===== src/baud_pkg.sv =====
// Constants, register map and carrier types for the baud rate generator.
// Assumes one 50 MHz bus clock and a plain strobe register port.
//
// Overview of operation
// - Divisor is thirteen bits: high register bits 4:0 over low register bits 7:0.
// - High write is buffered; working divisor updates only on a low write.
// - Divisor zero stops the generator completely; no ticks, no counting.
// - Divisor 1 to 8191 gives bit rate of bus clock over sixteen times divisor.
// - Low register resets to value with only bit 2 set.
// - After reset generator idles until receiver or transmitter enable written one.
// - Transmit and receive share one rate; each interface instance has its own.
// - High bit 7 enables interrupt while break-detect flag is set.
// - High bit 6 enables interrupt while receive-edge flag is set.
package baud_pkg;

    // ------------------------------------------------------------
    // Register map
    // ------------------------------------------------------------
    localparam int ADDR_W = 3;
    localparam logic [ADDR_W-1:0] OFS_BAUD_HIGH = 3'h0;
    localparam logic [ADDR_W-1:0] OFS_BAUD_LOW = 3'h1;
    localparam logic [ADDR_W-1:0] OFS_CONTROL = 3'h2;
    localparam logic [ADDR_W-1:0] OFS_IRQ_STATUS = 3'h3;
    localparam logic [ADDR_W-1:0] OFS_IRQ_MASK = 3'h4;

    // ------------------------------------------------------------
    // Fields and reset values
    // ------------------------------------------------------------
    localparam int DIV_W = 13;
    localparam int DIV_HIGH_W = 5;
    localparam int BIT_BREAK_IE = 7;
    localparam int BIT_EDGE_IE = 6;
    localparam int BIT_RX_EN = 0;
    localparam int BIT_TX_EN = 1;
    localparam int OVERSAMPLE = 16;
    localparam logic [7:0] RST_BAUD_HIGH = 8'h00;
    localparam logic [7:0] RST_BAUD_LOW = 8'h04;
    localparam logic [7:0] ZERO_BYTE = 8'h00;
    localparam logic [DIV_W-1:0] DIV_ZERO = 13'h0000;
    localparam logic [DIV_W-1:0] DIV_ONE = 13'h0001;
    localparam logic [3:0] OVS_LAST = 4'hF;
    localparam logic [3:0] OVS_ZERO = 4'h0;
    localparam logic [3:0] OVS_ONE = 4'h1;

    // Interrupt status bit positions
    localparam int EV_BREAK = 0;
    localparam int EV_EDGE = 1;
    localparam int EV_BIT = 2;
    localparam int EV_W = 3;

    typedef struct packed {
        logic [ADDR_W-1:0] addr;
        logic [7:0] wdata;
        logic wr;
        logic rd;
    } reg_req_t;

    typedef struct packed {
        logic sample_tick;
        logic bit_tick;
    } baud_ticks_t;

endpackage : baud_pkg


===== src/baud_rate_generator.sv =====
// Baud rate generator top with divisor registers and interrupt gating.
// Assumes a strobe register port, one-cycle read data, and flags from the
// receiver logic of the same interface instance.
//
// The strobed register port and the address map were left to the implementer.
`timescale 1ns/1ps
module baud_rate_generator
    import baud_pkg::*;
(
    input wire logic mclk,
    input wire logic rst_b,
    input wire logic [ADDR_W-1:0] addr,
    input wire logic [7:0] wdata,
    input wire logic wr,
    input wire logic rd,
    input wire logic break_detect_flag,
    input wire logic rx_edge_flag,
    output logic [7:0] rdata,
    output logic sample_tick,
    output logic bit_tick,
    output logic receiver_enable,
    output logic transmitter_enable,
    output logic flag_irq,
    output logic irq
);
    // ------------------------------------------------------------
    // Register state
    // ------------------------------------------------------------
    reg_req_t req;
    logic [7:0] high_buffer;
    logic [7:0] baud_divisor_high_and_irq_enables;
    logic [7:0] baud_divisor_low;
    logic [DIV_W-1:0] baud_divisor;
    logic started;
    logic [3:0] ovs_count;
    logic raw_tick;
    logic run;
    logic [EV_W-1:0] status;
    logic [EV_W-1:0] mask;
    logic [EV_W-1:0] events;
    logic irq_int;
    logic break_ie;
    logic edge_ie;
    logic flag_req;
    logic [7:0] next_rdata;
    logic bit_end;

    assign req = '{addr: addr, wdata: wdata, wr: wr, rd: rd};

    // ------------------------------------------------------------
    // Address decode
    // ------------------------------------------------------------
    logic wr_high, wr_low, wr_ctrl, wr_mask, rd_status;
    assign wr_high = req.wr && (req.addr == OFS_BAUD_HIGH);
    assign wr_low = req.wr && (req.addr == OFS_BAUD_LOW);
    assign wr_ctrl = req.wr && (req.addr == OFS_CONTROL);
    assign wr_mask = req.wr && (req.addr == OFS_IRQ_MASK);
    assign rd_status = req.rd && (req.addr == OFS_IRQ_STATUS);

    always_ff @(posedge mclk or negedge rst_b)
    begin
        if (!rst_b)
            high_buffer <= RST_BAUD_HIGH;
        else if (wr_high)
            high_buffer <= req.wdata;
    end

    always_ff @(posedge mclk or negedge rst_b)
    begin
        if (!rst_b)
        begin
            baud_divisor_high_and_irq_enables <= RST_BAUD_HIGH;
            baud_divisor_low <= RST_BAUD_LOW;
        end
        else if (wr_low)
        begin
            baud_divisor_high_and_irq_enables <= wr_high ? req.wdata : high_buffer;
            baud_divisor_low <= req.wdata;
        end
    end

    assign baud_divisor = {baud_divisor_high_and_irq_enables[DIV_HIGH_W-1:0],
                           baud_divisor_low};

    // Enables and mask
    always_ff @(posedge mclk or negedge rst_b)
    begin
        if (!rst_b)
        begin
            receiver_enable <= 1'b0;
            transmitter_enable <= 1'b0;
            mask <= {EV_W{1'b0}};
        end
        else
        begin
            if (wr_ctrl)
            begin
                receiver_enable <= req.wdata[BIT_RX_EN];
                transmitter_enable <= req.wdata[BIT_TX_EN];
            end
            if (wr_mask)
                mask <= req.wdata[EV_W-1:0];
        end
    end

    always_ff @(posedge mclk or negedge rst_b)
    begin
        if (!rst_b)
            started <= 1'b0;
        else if (wr_ctrl && (req.wdata[BIT_RX_EN] || req.wdata[BIT_TX_EN]))
            started <= 1'b1;
    end

    assign run = started;

    baud_counter #(
        .WIDTH(DIV_W)
    ) u_counter (
        .mclk(mclk),
        .rst_b(rst_b),
        .run(run),
        .divisor(baud_divisor),
        .tick(raw_tick)
    );

    assign bit_end = raw_tick && (ovs_count == OVS_LAST);
    always_ff @(posedge mclk or negedge rst_b)
    begin
        if (!rst_b)
            ovs_count <= OVS_ZERO;
        else if (!run || baud_divisor == DIV_ZERO)
            ovs_count <= OVS_ZERO;
        else if (raw_tick)
            ovs_count <= ovs_count + OVS_ONE;
    end

    always_ff @(posedge mclk or negedge rst_b)
    begin
        if (!rst_b)
        begin
            sample_tick <= 1'b0;
            bit_tick <= 1'b0;
        end
        else
        begin
            sample_tick <= raw_tick;
            bit_tick <= bit_end;
        end
    end

    // ------------------------------------------------------------
    // Interrupts
    // ------------------------------------------------------------
    assign break_ie = baud_divisor_high_and_irq_enables[BIT_BREAK_IE];
    assign edge_ie = baud_divisor_high_and_irq_enables[BIT_EDGE_IE];
    assign flag_req = (break_ie && break_detect_flag) || (edge_ie && rx_edge_flag);

    always_ff @(posedge mclk or negedge rst_b)
    begin
        if (!rst_b)
            flag_irq <= 1'b0;
        else
            flag_irq <= flag_req;
    end

    assign events = {bit_end, rx_edge_flag, break_detect_flag};

    irq_collect #(
        .N(EV_W)
    ) u_irq (
        .mclk(mclk),
        .rst_b(rst_b),
        .events(events),
        .mask(mask),
        .clear_all(rd_status),
        .status(status),
        .irq(irq_int)
    );
    assign irq = irq_int;

    // ------------------------------------------------------------
    // Read data
    // ------------------------------------------------------------
    always_comb
    begin
        next_rdata = ZERO_BYTE;
        if (req.addr == OFS_BAUD_HIGH)
            next_rdata = baud_divisor_high_and_irq_enables;
        else if (req.addr == OFS_BAUD_LOW)
            next_rdata = baud_divisor_low;
        else if (req.addr == OFS_CONTROL)
            next_rdata = {6'h00, transmitter_enable, receiver_enable};
        else if (req.addr == OFS_IRQ_STATUS)
            next_rdata = {5'h00, status};
        else if (req.addr == OFS_IRQ_MASK)
            next_rdata = {5'h00, mask};
    end

    always_ff @(posedge mclk or negedge rst_b)
    begin
        if (!rst_b)
            rdata <= ZERO_BYTE;
        else if (req.rd)
            rdata <= next_rdata;
        else
            rdata <= ZERO_BYTE;
    end
endmodule : baud_rate_generator


===== src/baud_counter.sv =====
// Modulo counter making the sixteen-times sample tick.
// Assumes divisor is stable or changes only between ticks safely.
`timescale 1ns/1ps
module baud_counter
    import baud_pkg::*;
#(
    parameter int WIDTH = DIV_W
)
(
    input wire logic mclk,
    input wire logic rst_b,
    input wire logic run,
    input wire logic [WIDTH-1:0] divisor,
    output logic tick
);
    logic [WIDTH-1:0] count;
    logic div_zero;
    logic at_end;

    assign div_zero = (divisor == DIV_ZERO);
    assign at_end = (count >= divisor - DIV_ONE);

    always_ff @(posedge mclk or negedge rst_b)
    begin
        if (!rst_b)
        begin
            count <= DIV_ZERO;
            tick <= 1'b0;
        end
        else if (!run || div_zero)
        begin
            count <= DIV_ZERO;
            tick <= 1'b0;
        end
        else if (at_end)
        begin
            count <= DIV_ZERO;
            tick <= 1'b1;
        end
        else
        begin
            count <= count + DIV_ONE;
            tick <= 1'b0;
        end
    end
endmodule : baud_counter


===== src/irq_collect.sv =====
// Sticky event status with mask, cleared by a read of the status register.
// Assumes events are one-cycle pulses in the bus clock domain.
`timescale 1ns/1ps
module irq_collect
    import baud_pkg::*;
#(
    parameter int N = EV_W
)
(
    input wire logic mclk,
    input wire logic rst_b,
    input wire logic [N-1:0] events,
    input wire logic [N-1:0] mask,
    input wire logic clear_all,
    output logic [N-1:0] status,
    output logic irq
);
    logic [N-1:0] next_status;

    // Set wins over clear
    assign next_status = (clear_all ? {N{1'b0}} : status) | events;

    always_ff @(posedge mclk or negedge rst_b)
    begin
        if (!rst_b)
        begin
            status <= {N{1'b0}};
            irq <= 1'b0;
        end
        else
        begin
            status <= next_status;
            irq <= |(next_status & mask);
        end
    end
endmodule : irq_collect


===== config.mk =====
export PLATFORM = sky130hd
export DESIGN_NAME = baud_rate_generator
export DESIGN_NICKNAME = d
export VERILOG_FILES = /design/src/baud_pkg.sv /design/src/baud_rate_generator.sv /design/src/baud_counter.sv /design/src/irq_collect.sv
export SDC_FILE = /design/constraint.sdc
export NUM_CORES = 1
export LEC_CHECK = 0
export BUFFER_PORTS_ARGS = -buffer_cell sky130_fd_sc_hd__buf_4
export CAP_MARGIN = 20
export CORE_MARGIN = 5
export CORE_UTILIZATION = 30
export CTS_BUF_LIST = sky130_fd_sc_hd__clkbuf_8
export DETAILED_ROUTE_END_ITERATION = 7
export PLACE_DENSITY = 0.49
export SYNTH_ARGS = -nofsm -noshare
export SYNTH_HDL_FRONTEND = slang
export SYNTH_SLANG_ARGS = --single-unit

===== constraint.sdc =====
create_clock -name mclk -period 4.7 [get_ports mclk]
set_clock_uncertainty 0.2 [all_clocks]
set_input_delay 0.94 -clock mclk [delete_from_list [all_inputs] [get_ports mclk]]
set_output_delay 0.94 -clock mclk [all_outputs]
set_load 0.02 [all_outputs]

== Yosys cells after proc, flatten, opt, wreduce, memory -nomap -nowiden ==
Cells that the tools add are included.
Storage, ports and cells
  bits in registers: 63
  bits in latches: 0
  memory bits (writable): 0
  bits in read-only memories: 0
  input port bits: 17
  output and inout bits: 14
  memories kept: 0
Cells by class
  add/subtract/negate cells: 3
  multiply operators: 0
  divide/modulo/power cells: 0
  $lt $le $gt $ge: 1
  eq/ne operators: 5
  shift operators: 0
  multiplexer cells: 14
  bitwise gates (word level): 2
  reductions and logical operators: 17
Operator list (number)
  $mux 8: 4
  $mux 13: 2
  $add 13x1->13 const B: 1
  $ge 13x13->1: 1
  $logic_not 13->1: 1
  $sub 13x1->13 const B: 1
  $mux 3: 4
  $logic_and 1x1->1: 9
  $mux 4: 2
  $eq 3x2->1 const B: 2
  $add 4x1->4 const B: 1
  $eq 4x4->1 const B: 1
  $and 3x3->3: 1
  $eq 3x1->1 const B: 1
  $eq 3x3->1 const B: 1
  $logic_not 3->1: 1
  $logic_or 1x1->1: 3
  $or 3x3->3: 1
  $reduce_or 3->1: 1
  $mux 1: 2
  $reduce_bool 2->1: 1
  $logic_not 1->1: 1

== Longest topological paths before layout ==
  word-level depth: 7
  depth in mapped cells: 12
  gate-level depth less buffers: 11

== Cells and area by module ==
A second synthesis with hierarchy kept.
Unflattened totals
  cell total of the unflattened synthesis: 283
  area, all modules: 3274.4 um^2
By module, submodules not included
  baud_rate_generator: times used 1, cells each 137, area each 1964.4 um^2
  baud_counter: times used 1, cells each 135, area each 1159.9 um^2
  irq_collect: times used 1, cells each 11, area each 150.1 um^2

== Worst setup path after synthesis ==
No wires, ideal clock.
  kind: reg2reg
  start point: register baud_divisor_low[0]
  end point: register u_counter.count[10]
  setup time: 0.080 ns
  data arrival time: 2.823 ns
  data required time: 4.420 ns
  slack: 1.596 ns
  stages on the path, launching flop included: 13
  clock period less this slack: 3.104 ns
  cell sequence: dfrtp_1 inv_1 ha_1 nor3b_2 nand2_1 or4_1 xor2_1 ha_1 nand4_1 nor3_1 or3_1 buf_2 nor3_2
On the way
  cells in the longest elaborated chain, start to end: 4
RTL lines
  start, declared: RTL line baud_rate_generator.sv:32  | logic [7:0] baud_divisor_low;
  start signal, assigned: RTL line baud_rate_generator.sv:78  | baud_divisor_low <= req.wdata;
  $sub 13x1->13: RTL line baud_counter.sv:21  | assign at_end = (count >= divisor - DIV_ONE);
  $ge 13x13->1: RTL line baud_counter.sv:21
  $mux 13: RTL line baud_counter.sv:35  | else if (at_end)
  $mux 13 (*): RTL line baud_counter.sv:30  | else if (!run || div_zero)
  end signal, assigned: RTL line baud_counter.sv:42  | count <= count + DIV_ONE;
  end, declared: RTL line baud_counter.sv:16  | logic [WIDTH-1:0] count;
Mark *: on every way between the ends. The rest lies on a longest branch, timed or not.
A chain may end at the register's enable or synchronous reset.

== Worst setup path in the final report ==
  start point: register baud_divisor_low[0]
  end point: register u_counter.count[12]
Same word-level chain as after synthesis.

==> results.cfg <==
[placed_design]
portBuffers = 30
dpl-instance-area_um2 = 3570
dpl_worst_slack_ps = 1210
gp_congestion = 0.784
post-dp-hpwl_um = 4990

[clock_network]
path_clk_slew_ps = 80
clkLatencyLatePin_ps = 340
clock-sinks = 63
cts.repair.resized = 0
post_cts_buffers = 0
cts_buffers = 9
hold_buffers = 0
cts_tree = built
clock_path_buffers = 2
cts-root-buf = clkbuf_8
h-tree-depth = 3

[run_status]
outcome = finished clean

[sta]
hold_ws_ps = 258
min_period_ps = 3480
maxSlewViolCount = 0
slew_headroom = 0.458
hold_viol = 0
worst_pin_slew_ps = 813
fin_crit_sh = 0.741
rsz0062_at_grt = no
timing.setup.tns_ps = 0
timing.fmax_mhz = 287
setup_slack_ps = 1220
setup_viol = 0

[route]
wire_per_inst_um = 15.2
m1WireLength_um = 3470
wl_um = 6880
antenna_left = 0
wl_met2_um = 3020
met3_length_um = 245
drt_first_iter_violations = 91
drt-vias-per-instance = 4.77
num_vias = 2164
dr.pass1.iters = 4
drcViolationCount = 0
highest_layer = met4

[floorplanning]
start_util = 0.309
rows = 37
pin_count = 31
die_width_um = 114
die-area_um2 = 12900
die_y_um = 114
coreArea_um2 = 10400

[grt]
overflow = 0
antenna_found_initial = 0
grt_pass1_wl_um = 11900
grt_util_all_layers = 0.117
grt_max_degree = 64
grt_pass1_vias = 2247

[critical_path]
r2r_cells = 11
path_class = register to register
path_max_fanout = 13
end_kind = register
cp.required_ps = 4750
worstPathArrival_ps = 3530
critPathLaunchType = register

[yosys]
ys.flop_type = dfrtp_1
synthArstFlopShare = 1.00
ys_types = 42
synth_xor_xnor_area_share = 0.0652
yosys.area_share.simple = 0.172
synth-edff-count = 0
synth_fa_ha_area_frac = 0.0621
syn_nets = 314
ys_seq_area_frac = 0.490
yosysWarnings = 0
synth_area_um2 = 3220
synthCells = 281
synth-compound-area-share = 0.0656
avgSynthCellArea_um2 = 11.5
synth_top_family_by_area = simple AND/OR/NAND/NOR gates
synth.ff_latch_count = 63
yosys-mux-area-fraction = 0.119

[power_and_ir_drop]
seqPwrFrac = 0.438
p_leak_nw = 1.70
p_switching_mw = 0.603
intPower_mw = 1.22
ir_drop_mv = 0.189
switching_share = 0.331
clkPwrFrac = 0.299
power.density_nw_per_um2 = 480
power_frac_comb = 0.264

[hold_path]
holdPathStages = 2
hold_path_class = register to register

[layout]
final_nets = 346
layout_common_cells = dfrtp_1 (62), buf_4 (30), mux2_2 (25)
layout-drive-gt1-share = 0.283
design_area_um2 = 3800
final_util = 0.365
area_growth_pct = 17.9
diodes = 0
final_common_cell = dfrtp_1

[run]
cap_viol_max_count = 0
==> cell usage after synthesis (all sizes together) (8+ instances only) <==
cell / n / area (um^2)
dfrtp: 62 / 1550
mux2: 25 / 282
nor2: 23 / 86.3
nand2: 19 / 71.3
nor3: 18 / 151
ha: 16 / 200
xnor2: 13 / 114
xor2: 11 / 96.3
inv: 9 / 33.8
a21oi: 8 / 40.0
buf: 8 / 46.3
mux2i: 8 / 80.1
o21ai: 8 / 40.0
==> power groups by stage <==
stage	combinational (mW)	clock (mW)	sequential, mW
after floorplan	0.358	0	0.776
after global placement	0.475	0	0.808
after detailed placement	0.485	0	0.809
after CTS	0.489	0.560	0.798
after global routing	0.551	0.580	0.820
final	0.481	0.544	0.797
==> cells by family after synthesis <==
kind of cell | count (synthesis)
mux | 34
flops | 63
fa+ha+maj | 16
xor+xnor | 24
buf+inv | 18
simple gates | 95
compound gates | 31
==> critical path, cell delays in order (launching register included) <==
cell and delay, ps:
dfrtp_1 410, inv_1 110, ha_1 190, nor3b_2 290, nand2_1 130, or4_1 430
xor2_1 160, ha_1 290, nand4_1 140, nor3_1 80, or3_1 650, a211oi_1 310
==> sequential cells by signal (all words and copies together), names as in the netlist, 3 cells and up <==
signal and flops:
u_counter.count 13, baud_divisor_high_and_irq_enables 8, baud_divisor_low 8, high_buffer 8, rdata 8, ovs_count 4
mask 3, u_irq.status 3
==> through the flow <==
stage                     power, mW  std cells
after floorplan                1.13        281
after global placement         1.28        438
after detailed placement       1.29        438
after CTS                      1.85        454
after global routing           1.95        454
final                          1.82        454
==> worst paths after layout <==
path,startpoint,end,slack (ps)
worst min-delay path,run,run,260
max in group asynchronous,rst_b,high_buffer[2],3300
min in group asynchronous,rst_b,u_counter.count[5],490
worst max-delay path,baud_divisor_low[0],u_counter.count[12],1220
worst max register to register,baud_divisor_low[0],u_counter.count[12],1220
worst min register to register,run,run,260
==> final cells by class <==
| type | count | area, um^2 |
|---|---|---|
| fill | 1047 | 6620 |
| sequential | 63 | 1580 |
| timing repair buffer | 30 | 225 |
| inverter | 9 | 33.8 |
| clock inverter | 6 | 92.6 |
| clock buffer | 10 | 138 |
| tap | 136 | 170 |
| multi-input combinational | 200 | 1560 |
==> layer usage <==
metal	track usage	vias to the layer above
met1	0.165	1041
met4	0.0561	0
met3	0.0207	11
li1	-	1063
met5	0	-
met2	0.172	49
No activity file was read; power rests on OpenSTA's default activity.
